$ cat config.mk
export PLATFORM = sky130hd
export DESIGN_NAME = codec_port_frame_slot_control
export DESIGN_NICKNAME = d
export VERILOG_FILES = /design/src/design/codec_port_pkg.sv /design/src/design/codec_port_frame_slot_control.sv /design/src/design/codec_frame_engine.sv
export VERILOG_INCLUDE_DIRS = /design/src /design/src/design
export SDC_FILE = /design/constraint.sdc
export NUM_CORES = 1
export LEC_CHECK = 0
export ABC_AREA = 1
export BUFFER_PORTS_ARGS = -buffer_cell sky130_fd_sc_hd__buf_2
export CAP_MARGIN = 25
export CORE_MARGIN = 1
export CORE_UTILIZATION = 40
export DETAILED_ROUTE_END_ITERATION = 10
export SETUP_SLACK_MARGIN = 0.1
export SYNTH_ARGS = -nofsm -noshare
export SYNTH_HDL_FRONTEND = slang
export SYNTH_SLANG_ARGS = --single-unit
$ cat constraint.sdc
create_clock -name clk -period 5.4 [get_ports clk]
set_clock_uncertainty 0.1 [all_clocks]
set_input_delay 1.08 -clock clk [delete_from_list [all_inputs] [get_ports clk]]
set_output_delay 1.08 -clock clk [all_outputs]
set_load 0.1 [all_outputs]
$ cat src/design/codec_port_defines.svh
// Purpose: offsets, field positions, reset values and timing counts
// Assumes: 8-bit register port, 50 MHz clock
// Notes: included by the codec port design files
`ifndef CODEC_PORT_DEFINES_SVH
`define CODEC_PORT_DEFINES_SVH

// ****************************************
// register offsets
// ****************************************
`define OFS_SLOT_VALID_HIGH 16'hffd7
`define OFS_SLOT_VALID_LOW 16'hffd8
`define OFS_CMD_DATA_HIGH 16'hffd9
`define OFS_CMD_DATA_LOW 16'hffda
`define OFS_CODEC_ADDRESS 16'hffdb

// ****************************************
// field positions and reset values
// ****************************************
`define VH_FRAME_VALID 7
`define VH_PRIMARY_READY 6
`define VH_SECONDARY_READY 5
`define ADDR_RW_BIT 7
`define REG_RESET 8'h00
`define TAG_FRAME_VALID 15
`define TAG_SLOT1_VALID 14
`define TAG_SLOT2_VALID 13
`define CODEC_READY_BIT 15

// ****************************************
// frame shape and timing
// ****************************************
`define SLOT0_MSB 5'h0f
`define SLOT_MSB 5'h13
`define LAST_SLOT 4'hc
`define CLK_HZ 50000000
`define BIT_HZ 12500000
`define BIT_DIV (`CLK_HZ / `BIT_HZ)
`define RESP_FRAMES 2'h2

`endif

$ cat src/design/codec_port_pkg.sv
// Purpose: shared types of the codec port frame and slot control
// Assumes: nothing beyond the defines header
// Notes: offsets and counts live in the defines header
package codec_port_pkg;

  typedef enum logic [1:0] {
    MODE_AC97,
    MODE_AC97_DUAL,
    MODE_GENERAL,
    MODE_SERIAL_CODEC
  } link_mode_t;

  typedef enum logic [1:0] {
    TXN_IDLE,
    TXN_SEND,
    TXN_WAIT
  } txn_state_t;

endpackage

$ cat src/design/codec_port_frame_slot_control.sv
// Purpose: codec port secondary-communication data path and slot control
// Assumes: register port with read data one cycle after the read strobe
// Notes: mode and codec select arrive as plain inputs
//
// Operation
// low data register holds bits 7:0 of the command/status value.
// high data register holds bits 15:8 of the command/status value.
// software loads command data; device transmits it to the chosen codec.
// codec read overwrites the data registers with returned status data.
// general and serial codec modes carry only the low data byte.
// high data register ignored in general and serial codec modes.
// low valid-slot bits 7 to 3 flag slots 8 to 12.
// high valid-slot bits 4 to 0 flag slots 3 to 7.
// software sets flags of valid slots and clears the others.
// software sets frame-valid bit 7; device sends it with the frame.
// primary ready follows bit 15 of incoming primary slot 0 each frame.
// secondary ready follows bit 15 of incoming secondary slot 0 each frame.
// valid-slot registers used only in AC 97 modes, ignored otherwise.
// low valid-slot bits 2 to 0 are reserved and read zero.
// software sets address bit 7 for read, clears it for write.
// codec read replaces the address field with the returned address; the code does this in AC 97 modes only.
// codec select 00 picks primary codec, any other value secondary.
// frame-valid and slot 3 to 12 flags go into the outgoing tag.
// after reset all registers of the block read zero.
`timescale 1ns/10ps
`default_nettype none
`include "codec_port_defines.svh"

module codec_port_frame_slot_control
  import codec_port_pkg::*;
(
  input wire logic clk,
  input wire logic rst_n,
  input wire logic [15:0] addr,
  input wire logic [7:0] wdata,
  input wire logic wr,
  input wire logic rd,
  output logic [7:0] rdata,
  input wire link_mode_t mode,
  input wire logic [1:0] codec_select_field,
  input wire logic sdi_primary,
  input wire logic sdi_secondary,
  output logic link_sync,
  output logic link_sdo,
  output logic txn_busy
);

  // ****************************************
  // declarations
  // ****************************************
  logic frame_valid_bit_q;
  logic [9:0] slot_valid_flag_q;
  logic primary_ready_flag_q;
  logic secondary_ready_flag_q;
  logic [7:0] data_high_q;
  logic [7:0] data_low_q;
  logic [7:0] codec_address_q;
  txn_state_t txn_q;
  logic [1:0] wait_frames_q;
  logic [2:0] div_q;
  logic bit_en_q;
  logic ac97;
  logic secondary_sel;
  logic [15:0] tag_word;
  logic [19:0] addr_word;
  logic [19:0] data_word;
  logic [15:0] cmd_value;
  logic cmd_req;
  logic read_back;
  logic eng_sync;
  logic eng_sdo;
  logic frame_tick;
  logic cmd_taken;
  logic prim_ready;
  logic sec_ready;
  logic resp_valid;
  logic [6:0] resp_addr;
  logic [15:0] resp_data;
  logic [7:0] read_value;

  function automatic logic hit(input logic [15:0] a, input logic [15:0] ofs);
    return a == ofs;
  endfunction

  function automatic logic is_ac97(input link_mode_t m);
    return m == MODE_AC97 || m == MODE_AC97_DUAL;
  endfunction

  // ****************************************
  // mode decode
  // ****************************************
  assign ac97 = is_ac97(mode);
  assign secondary_sel = codec_select_field != 2'b00;
  assign cmd_req = txn_q == TXN_SEND;
  // a response only counts while a read is outstanding
  assign read_back = resp_valid && txn_q == TXN_WAIT;

  // 8-bit modes send the low byte where replies return it, high byte dropped
  assign cmd_value = ac97 ? {data_high_q, data_low_q}
                          : {data_low_q, 8'h00};

  // slot 0 tag, empty outside AC 97 modes except the slot 1 and 2 flags the engine adds
  always_comb begin
    tag_word = 16'h0000;
    if (ac97) begin
      tag_word[`TAG_FRAME_VALID] = frame_valid_bit_q;
      tag_word[12:3] = slot_valid_flag_q;
      tag_word[1:0] = codec_select_field;
    end
  end

  assign addr_word = {codec_address_q, 12'h000};
  assign data_word = {cmd_value, 4'h0};

  // ****************************************
  // bit rate divider
  // ****************************************
  // divided rate stands in for the link bit clock
  always_ff @(posedge clk) begin
    if (!rst_n) begin
      div_q <= 3'h0;
      bit_en_q <= 1'b0;
    end else begin
      bit_en_q <= div_q == 3'((`BIT_DIV) - 1);
      if (div_q == 3'((`BIT_DIV) - 1)) begin
        div_q <= 3'h0;
      end else begin
        div_q <= div_q + 3'h1;
      end
    end
  end

  // ****************************************
  // frame engine
  // ****************************************
  codec_frame_engine u_engine (
    .clk(clk),
    .rst_n(rst_n),
    .bit_en(bit_en_q),
    .tag_word(tag_word),
    .addr_word(addr_word),
    .data_word(data_word),
    .cmd_req(cmd_req),
    .sdi_primary(sdi_primary),
    .sdi_secondary(sdi_secondary),
    .use_secondary(secondary_sel),
    .frame_sync(eng_sync),
    .sdo(eng_sdo),
    .frame_tick(frame_tick),
    .cmd_taken(cmd_taken),
    .prim_ready(prim_ready),
    .sec_ready(sec_ready),
    .resp_valid(resp_valid),
    .resp_addr(resp_addr),
    .resp_data(resp_data)
  );

  always_ff @(posedge clk) begin
    if (!rst_n) begin
      link_sync <= 1'b0;
      link_sdo <= 1'b0;
    end else begin
      link_sync <= eng_sync;
      link_sdo <= eng_sdo;
    end
  end

  // ****************************************
  // transaction sequencing
  // ****************************************
  // writing the address register launches a transaction
  always_ff @(posedge clk) begin
    if (!rst_n) begin
      txn_q <= TXN_IDLE;
      wait_frames_q <= 2'h0;
    end else begin
      unique case (txn_q)
        TXN_IDLE: begin
          if (wr && hit(addr, `OFS_CODEC_ADDRESS)) begin
            txn_q <= TXN_SEND;
          end
        end
        TXN_SEND: begin
          if (cmd_taken) begin
            wait_frames_q <= 2'h0;
            // bit 7 set means the codec answers with status
            txn_q <= codec_address_q[`ADDR_RW_BIT] ? TXN_WAIT : TXN_IDLE;
          end
        end
        TXN_WAIT: begin
          // a silent codec must not hang the port forever
          if (read_back) begin
            txn_q <= TXN_IDLE;
          end else if (frame_tick) begin
            if (wait_frames_q == `RESP_FRAMES) begin
              txn_q <= TXN_IDLE;
            end else begin
              wait_frames_q <= wait_frames_q + 2'h1;
            end
          end
        end
      endcase
    end
  end

  always_ff @(posedge clk) begin
    if (!rst_n) begin
      txn_busy <= 1'b0;
    end else begin
      txn_busy <= txn_q != TXN_IDLE;
    end
  end

  // ****************************************
  // command and status data
  // ****************************************
  // returned status beats a software write in the same cycle
  always_ff @(posedge clk) begin
    if (!rst_n) begin
      data_low_q <= `REG_RESET;
    end else if (read_back) begin
      data_low_q <= ac97 ? resp_data[7:0] : resp_data[15:8];
    end else if (wr && hit(addr, `OFS_CMD_DATA_LOW)) begin
      data_low_q <= wdata;
    end
  end

  always_ff @(posedge clk) begin
    if (!rst_n) begin
      data_high_q <= `REG_RESET;
    end else if (read_back && ac97) begin
      data_high_q <= resp_data[15:8];
    end else if (wr && hit(addr, `OFS_CMD_DATA_HIGH)) begin
      data_high_q <= wdata;
    end
  end

  always_ff @(posedge clk) begin
    if (!rst_n) begin
      codec_address_q <= `REG_RESET;
    end else if (read_back && ac97) begin
      codec_address_q[6:0] <= resp_addr;
    end else if (wr && hit(addr, `OFS_CODEC_ADDRESS)) begin
      codec_address_q <= wdata;
    end
  end

  // ****************************************
  // valid slots and ready flags
  // ****************************************
  always_ff @(posedge clk) begin
    if (!rst_n) begin
      frame_valid_bit_q <= 1'b0;
      slot_valid_flag_q <= 10'h000;
    end else if (wr) begin
      if (hit(addr, `OFS_SLOT_VALID_HIGH)) begin
        frame_valid_bit_q <= wdata[`VH_FRAME_VALID];
        slot_valid_flag_q[9:5] <= wdata[4:0];
      end
      if (hit(addr, `OFS_SLOT_VALID_LOW)) begin
        slot_valid_flag_q[4:0] <= wdata[7:3];
      end
    end
  end

  // refreshed once a frame from the received slot 0 tags
  always_ff @(posedge clk) begin
    if (!rst_n) begin
      primary_ready_flag_q <= 1'b0;
      secondary_ready_flag_q <= 1'b0;
    end else if (frame_tick) begin
      primary_ready_flag_q <= prim_ready;
      secondary_ready_flag_q <= sec_ready;
    end
  end

  // ****************************************
  // register read port
  // ****************************************
  always_comb begin
    read_value = 8'h00;
    if (hit(addr, `OFS_SLOT_VALID_HIGH)) begin
      read_value[`VH_FRAME_VALID] = frame_valid_bit_q;
      read_value[`VH_PRIMARY_READY] = primary_ready_flag_q;
      read_value[`VH_SECONDARY_READY] = secondary_ready_flag_q;
      read_value[4:0] = slot_valid_flag_q[9:5];
    end else if (hit(addr, `OFS_SLOT_VALID_LOW)) begin
      read_value = {slot_valid_flag_q[4:0], 3'b000};
    end else if (hit(addr, `OFS_CMD_DATA_HIGH)) begin
      read_value = data_high_q;
    end else if (hit(addr, `OFS_CMD_DATA_LOW)) begin
      read_value = data_low_q;
    end else if (hit(addr, `OFS_CODEC_ADDRESS)) begin
      read_value = codec_address_q;
    end
  end

  // data stand only in the cycle after the strobe
  always_ff @(posedge clk) begin
    if (!rst_n) begin
      rdata <= 8'h00;
    end else begin
      rdata <= rd ? read_value : 8'h00;
    end
  end

endmodule
`default_nettype wire

$ cat src/design/codec_frame_engine.sv
// Purpose: frame counter, slot serializer and slot 0..2 receiver
// Assumes: bit_en is a one-cycle pulse per link bit
// Notes: words are latched at frame start so a frame is consistent
`timescale 1ns/10ps
`default_nettype none
`include "codec_port_defines.svh"

module codec_frame_engine (
  input wire logic clk,
  input wire logic rst_n,
  input wire logic bit_en,
  input wire logic [15:0] tag_word,
  input wire logic [19:0] addr_word,
  input wire logic [19:0] data_word,
  input wire logic cmd_req,
  input wire logic sdi_primary,
  input wire logic sdi_secondary,
  input wire logic use_secondary,
  output logic frame_sync,
  output logic sdo,
  output logic frame_tick,
  output logic cmd_taken,
  output logic prim_ready,
  output logic sec_ready,
  output logic resp_valid,
  output logic [6:0] resp_addr,
  output logic [15:0] resp_data
);

  logic [3:0] slot_q;
  logic [4:0] bit_q;
  logic [15:0] tag_q;
  logic [19:0] addr_q;
  logic [19:0] data_q;
  logic [18:0] rx_q;
  logic rx_slot1_q;
  logic start;
  logic sdi_sel;
  logic [19:0] rx_word;

  function automatic logic pick_bit(input logic [3:0] s, input logic [4:0] b,
                                    input logic [15:0] t, input logic [19:0] a,
                                    input logic [19:0] d);
    logic r;
    r = 1'b0;
    if (s == 4'h0) begin
      r = t[b[3:0]];
    end else if (s == 4'h1) begin
      r = a[b];
    end else if (s == 4'h2) begin
      r = d[b];
    end
    return r;
  endfunction

  assign start = bit_en && slot_q == 4'h0 && bit_q == `SLOT0_MSB;
  assign sdi_sel = use_secondary ? sdi_secondary : sdi_primary;
  assign rx_word = {rx_q, sdi_sel};

  // ****************************************
  // frame position
  // ****************************************
  always_ff @(posedge clk) begin
    if (!rst_n) begin
      slot_q <= 4'h0;
      bit_q <= `SLOT0_MSB;
    end else if (bit_en) begin
      if (bit_q != 5'h00) begin
        bit_q <= bit_q - 5'h01;
      end else if (slot_q == `LAST_SLOT) begin
        slot_q <= 4'h0;
        bit_q <= `SLOT0_MSB;
      end else begin
        slot_q <= slot_q + 4'h1;
        bit_q <= `SLOT_MSB;
      end
    end
  end

  // ****************************************
  // outgoing frame
  // ****************************************
  always_ff @(posedge clk) begin
    if (!rst_n) begin
      tag_q <= 16'h0000;
      addr_q <= 20'h0_0000;
      data_q <= 20'h0_0000;
      frame_sync <= 1'b0;
      sdo <= 1'b0;
      frame_tick <= 1'b0;
      cmd_taken <= 1'b0;
    end else begin
      frame_tick <= start;
      cmd_taken <= start & cmd_req;
      if (start) begin
        tag_q <= tag_word;
        tag_q[`TAG_SLOT1_VALID] <= cmd_req;
        tag_q[`TAG_SLOT2_VALID] <= cmd_req & ~addr_word[19];
        addr_q <= addr_word;
        data_q <= data_word;
        frame_sync <= 1'b1;
        sdo <= tag_word[`TAG_FRAME_VALID];
      end else if (bit_en) begin
        frame_sync <= slot_q == 4'h0;
        sdo <= pick_bit(slot_q, bit_q, tag_q, addr_q, data_q);
      end
    end
  end

  // ****************************************
  // incoming slots 0..2
  // ****************************************
  always_ff @(posedge clk) begin
    if (!rst_n) begin
      rx_q <= 19'h0_0000;
      rx_slot1_q <= 1'b0;
      prim_ready <= 1'b0;
      sec_ready <= 1'b0;
      resp_valid <= 1'b0;
      resp_addr <= 7'h00;
      resp_data <= 16'h0000;
    end else begin
      resp_valid <= 1'b0;
      if (bit_en) begin
        rx_q <= rx_word[18:0];
        if (slot_q == 4'h0 && bit_q == `SLOT0_MSB) begin
          prim_ready <= sdi_primary;
          sec_ready <= sdi_secondary;
        end
        if (slot_q == 4'h0 && bit_q == 5'h0e) begin
          rx_slot1_q <= sdi_sel;
        end
        if (slot_q == 4'h1 && bit_q == 5'h00) begin
          resp_addr <= rx_word[18:12];
        end
        if (slot_q == 4'h2 && bit_q == 5'h00) begin
          resp_data <= rx_word[19:4];
          resp_valid <= rx_slot1_q;
        end
      end
    end
  end

endmodule
`default_nettype wire

# ---- Word level (Yosys, flattened, before mapping)
# Index checks and enable logic that the tools add are counted.
# W data, S select, Z words.
dict set report op_classes {
  bitwise 6
  eq_ne 22
  muxes 45
  add_sub_neg 4
  n_reduce_logical 37
  magnitude_cmp 2
}
# op n
set ops {}
lappend ops {{$eq A16 B16 Y1 const B} 5}
lappend ops {{$mux W8} 10}
lappend ops {{$mux W2} 11}
lappend ops {{$reduce_and A2 Y1} 9}
lappend ops {{$mux W16} 1}
lappend ops {{$mux W7} 2}
lappend ops {{$reduce_bool A2 Y1} 7}
lappend ops {{$mux W1} 12}
lappend ops {{$logic_and A1 B1 Y1} 11}
lappend ops {{$bmux W1 S5} 2}
lappend ops {{$eq A5 B4 Y1 const B} 2}
lappend ops {{$mux W10} 1}
lappend ops {{$mux W5} 2}
lappend ops {{$ne A2 B2 Y1 const B} 4}
lappend ops {{$lt A5 B6 Y1 const B} 1}
lappend ops {{$ne A3 B2 Y1 const B} 2}
lappend ops {{$pmux W2 S3} 1}
lappend ops {{$logic_not A5 Y1} 1}
lappend ops {{$lt A4 B5 Y1 const B} 1}
lappend ops {{$reduce_and A5 Y1} 1}
lappend ops {{$reduce_bool A5 Y1} 1}
lappend ops {{$sub A5 B1 Y5 const B} 1}
lappend ops {{$add A4 B1 Y4 const B} 1}
lappend ops {{$bmux W1 S4} 1}
lappend ops {{other kinds (19)} 26}
dict set report word_totals {
  output_inout_bits 11
  register_bits 154
  wordCells 149
  input_bits 34
}

# ---- Logic depth before layout (Yosys ltp)
dict set report depth {
  word_depth 7
  ltp_mapped 12
  depth_no_buf 12
}

# ---- Hierarchy
# A second synthesis with hierarchy kept.
dict set report unflattened {
  hier_cells 1156
  area_unflattened_um2 8049.0
}
# mod seq_area_each_um2 area_per_inst_um2 cells_each n_inst
set by_module_without_submodules {}
lappend by_module_without_submodules {codec_frame_engine 2302.2 4819.6 658 1}
lappend by_module_without_submodules {codec_port_frame_slot_control 1121.1 3229.3 498 1}

# ---- Worst setup path before layout
# OpenSTA, ideal clock, no wires.
dict set report synth_timing {
  path_type {in2reg}
  from {input port addr[5]}
  to {register rdata[6]}
  cell_stages 10
  setup_ns 0.118
  arrival_ns 2.084
  t_required_ns 5.182
  path_buffers 0
  slack_ns 3.098
  cell_sequence {inv_1 nand2_1 nor2_1 nand3_2 nor2_8 nand2_4 nand2_1 nor2_1 a21oi_1 nor2_1}
}
dict set report synth_via {
  elab_chain_cells 6
  word_cells_on_any_way 10
  classes_between {eq/ne (5); mux (5)}
}
# element line
set synth_lines {}
lappend synth_lines {{start, declared} codec_port_frame_slot_control.sv:34} ;# input wire logic [15:0] addr,
lappend synth_lines {{$eq A16 B16 Y1} codec_port_frame_slot_control.sv:82} ;# return a == ofs;
lappend synth_lines {{$mux W8} codec_port_frame_slot_control.sv:293} ;# end else if (hit(addr, `OFS_CODEC_ADDRESS)) begin
lappend synth_lines {{$mux W8} codec_port_frame_slot_control.sv:291} ;# end else if (hit(addr, `OFS_CMD_DATA_LOW)) begin
lappend synth_lines {{$mux W8} codec_port_frame_slot_control.sv:289} ;# end else if (hit(addr, `OFS_CMD_DATA_HIGH)) begin
lappend synth_lines {{$mux W8} codec_port_frame_slot_control.sv:287} ;# end else if (hit(addr, `OFS_SLOT_VALID_LOW)) begin
lappend synth_lines {{$mux W8 (*)} codec_port_frame_slot_control.sv:282} ;# if (hit(addr, `OFS_SLOT_VALID_HIGH)) begin
lappend synth_lines {{end signal, assigned} codec_port_frame_slot_control.sv:303} ;# rdata <= rd ? read_value : 8'h00;
lappend synth_lines {{end, declared} codec_port_frame_slot_control.sv:38} ;# output logic [7:0] rdata,
# Mark *: on every way between the ends. The rest lies on a longest branch, timed or not.
# A chain may end at the register's enable or synchronous reset.

==> results.json <==
{
  "status": "finished, final reports clean",
  "wire_per_inst_um": 15.8,
  "rows": 47,
  "worstSkewPairLatency_ns": 0.43,
  "ys.flop_type": "dfxtp_1",
  "avgSynthCellArea_um2": 7.46,
  "synth-edff-count": 0,
  "vias_per_cell": 5.21,
  "rsz0062_at_grt": "false",
  "yosys.area_share.adder_pct": 2.33,
  "clock_path_buffers": 2,
  "post-route-min-period_ns": 2.93,
  "antenna_left": 0,
  "synth_top_family_by_area": "simple AND/OR/NAND/NOR gates",
  "netlist.area_leader.share_pct": 44.2,
  "r2r_start": "bit_en_q$_SDFF_PN0_",
  "synth_compound_area_share_pct": 20.1,
  "synthToLayoutAreaGrowth_pct": 13.4,
  "clock-sinks": 154,
  "mostFrequentLayoutCells": "dfxtp_1 (154), nor2_1 (148), o21ai_0 (133)",
  "synth.distinct_cells": 42,
  "min_from": "div_q[0]$_SDFF_PP0_",
  "crit_chain": "buf_2, inv_1, nor2_4, inv_2, o31ai_2",
  "coreArea_um2": 16800,
  "track_usage_pct": 21.7,
  "slowest_delay_ns": 0.58,
  "nets": 1000,
  "slew_viol_final": 0,
  "finalCritPeriodShare_pct": 54.3,
  "cts_hold_buf": 0,
  "grtUsageMet2_pct": 34.4,
  "vias": 6180,
  "dpl.hpwl_mm": 12.8,
  "synth_area_leaders": "dfxtp_1 (44%), o21ai_0 (9.5%), nor2_1 (8.0%)",
  "top_usage_layer": "met2",
  "fin_tns_setup_ns": 0,
  "cts_max_level": 4,
  "mostFrequentLayoutCell": "dfxtp_1",
  "drt_iter0_markers": 420,
  "p_clk_share_pct": 49.6,
  "power_switching_uw": 640,
  "max_freq_mhz": 341,
  "r2r_setup_slack_ns": 2.60,
  "finalSetupViolCount": 0,
  "gp_congestion": 0.863,
  "post_cts_resized": 0,
  "ys_ff_latch": 154,
  "post-route-drc-count": 0,
  "critPathTopFamily": "buffers and inverters",
  "hold_depth": 1,
  "relSlewSlack_pct": 33.7,
  "tightest_slew_ns": 0.993,
  "synth-warning-count": 0,
  "use_met3_pct": 3.93,
  "cts-buffers-inserted": 17,
  "reg2reg_to": "u_engine.data_q[13]$_SDFFE_PN0P_",
  "antenna_found_initial": 0,
  "fp.dieArea_um2": 18000,
  "die_w_um": 134,
  "criticalPathCategory": "input pin to register",
  "drive_gt1_share_pct": 12.8,
  "holdPathEnd": "div_q[0]$_SDFF_PP0_",
  "postSynth.asyncResetShare_pct": 0,
  "drv_cap": 0,
  "netlist_area_um2": 6980,
  "p_int_uw": 2100,
  "synth_cells": 935,
  "synth_nets": 982,
  "total_power_uw": 2740,
  "ctsRootBufferMaster": "clkbuf_16",
  "path_buf_inv": 3,
  "die_h_um": 134,
  "power.density_nw_per_um2": 346,
  "r2r_cells": 4,
  "wirelength_mm": 18.7,
  "synthSimpleGateAreaFrac_pct": 25.2,
  "overflow": 0,
  "post_cts_buffers": 0,
  "seqPwrFrac_pct": 43.1,
  "antenna_cells": 0,
  "grt_pass1_vias": 5759,
  "cp.required_ns": 5.64,
  "p_sw_share_pct": 23.4,
  "portBuffers": 43,
  "synth-xor-area-share_pct": 0.126,
  "endpoint_kind": "register",
  "p_leak_uw": 0.00337,
  "ios": 45,
  "cpMaxStageDelayCell": "nor2_4",
  "comb_power_share_pct": 7.3,
  "cts_tree": "yes",
  "grt_max_degree": 78,
  "clk_pin_slew_ns": 0.06,
  "ys_seq_area_share_pct": 44.2,
  "cp_max_fo": 34,
  "gr-usage-met1_pct": 29.6,
  "initial_core_util_pct": 41.5,
  "min_path_type": "register to register",
  "worstPathArrival_ns": 3.17,
  "synth.area.mux_share_pct": 0,
  "grt_pass1_wl_mm": 30.1,
  "cp-start-kind": "input pin",
  "firstDrtPassIters": 6,
  "yosysTopAreaCell": "dfxtp_1",
  "irDropWorstVdd_v": 0.000234,
  "hold_viol_final": 0
}
[power by group through the flow]
stage	sequential [uW]	clock [uW]	combinational, uW
5_1_grt	1180	1420	226
3_5_place_dp	1210	0	200
3_3_place_gp	1210	0	197
6_report	1180	1360	200
2_1_floorplan	1230	0	125
4_1_cts	1180	1380	201
[flip-flops by register name, summed over array words and instances, names as in the netlist, 3 cells and up]
register	cells
u_engine.resp_data	16
codec_address_q	8
slot_valid_flag_q	10
u_engine.resp_addr	7
u_engine.data_q	16
u_engine.bit_q	5
div_q	3
data_low_q	8
u_engine.slot_q	4
u_engine.tag_q	15
u_engine.addr_q	8
data_high_q	8
u_engine.rx_q	19
rdata	8
[Yosys cell counts, drive strengths merged (3+ instances only)]
master / n
dfxtp: 154
nand4: 7
o22ai: 3
o21ai: 138
ha: 13
nand2: 122
o211ai: 4
a31oi: 20
nor2: 160
buf: 22
nand3: 72
inv: 82
nor3: 16
o31ai: 13
a21oi: 71
clkbuf: 26
[cells by family after synthesis]
kind of cell,count (synthesis)
xor gates and xnor gates,1
adders and majority gates,13
and+or+nand+nor,382
AOI/OAI and AO/OA,255
DFF,154
buffers and inverters,130
[through the flow]
step | hold slack [ns] | instance area (um2) | util (%) | cells | setup slack [ns]
detailed placement | 0.310 | 7250 | 43.1 | 1154 | 2.06
global route | 0.344 | 7920 | 47.1 | 1186 | 2.30
floorplan | 0.297 | 6980 | - | 935 | 3.10
CTS | 0.324 | 7920 | 47.1 | 1186 | 2.48
global placement | 0.308 | 7250 | 43.1 | 1154 | 2.09
finish | 0.322 | 7920 | 47.1 | 1186 | 2.47
[how the worst max path moves through the flow]
| stage | start | end | cells after the start |
|---|---|---|---|
| after global placement | rst_n | u_engine.tag_q[3]$_SDFFE_PN0P_ | 5 |
| final | rst_n | u_engine.tag_q[7]$_SDFFE_PN0P_ | 5 |
| after floorplan | addr[5] | rdata[6]$_SDFF_PN0_ | 10 |
| after detailed placement | rst_n | u_engine.tag_q[4]$_SDFFE_PN0P_ | 5 |
| after CTS | rst_n | u_engine.tag_q[7]$_SDFFE_PN0P_ | 5 |
| after global routing | bit_en_q$_SDFF_PN0_ | u_engine.data_q[16]$_SDFFE_PN0P_ | 4 |
[metal layers]
layer	wire length, um	up-vias
met3	754	25
met4	413	0
met5	0	-
met2	8530	102
li1	-	3175
met1	9050	2878
[layout make-up]
cell class,instances,area [um2]
fill,1753,8900
multi-input combinational,651,3330
sequential,154,3080
clock buffer,21,450
inverter,82,310
tap,220,275
timing repair buffer,47,245
clock inverter,11,218
(Power assumes the default switching activity.)
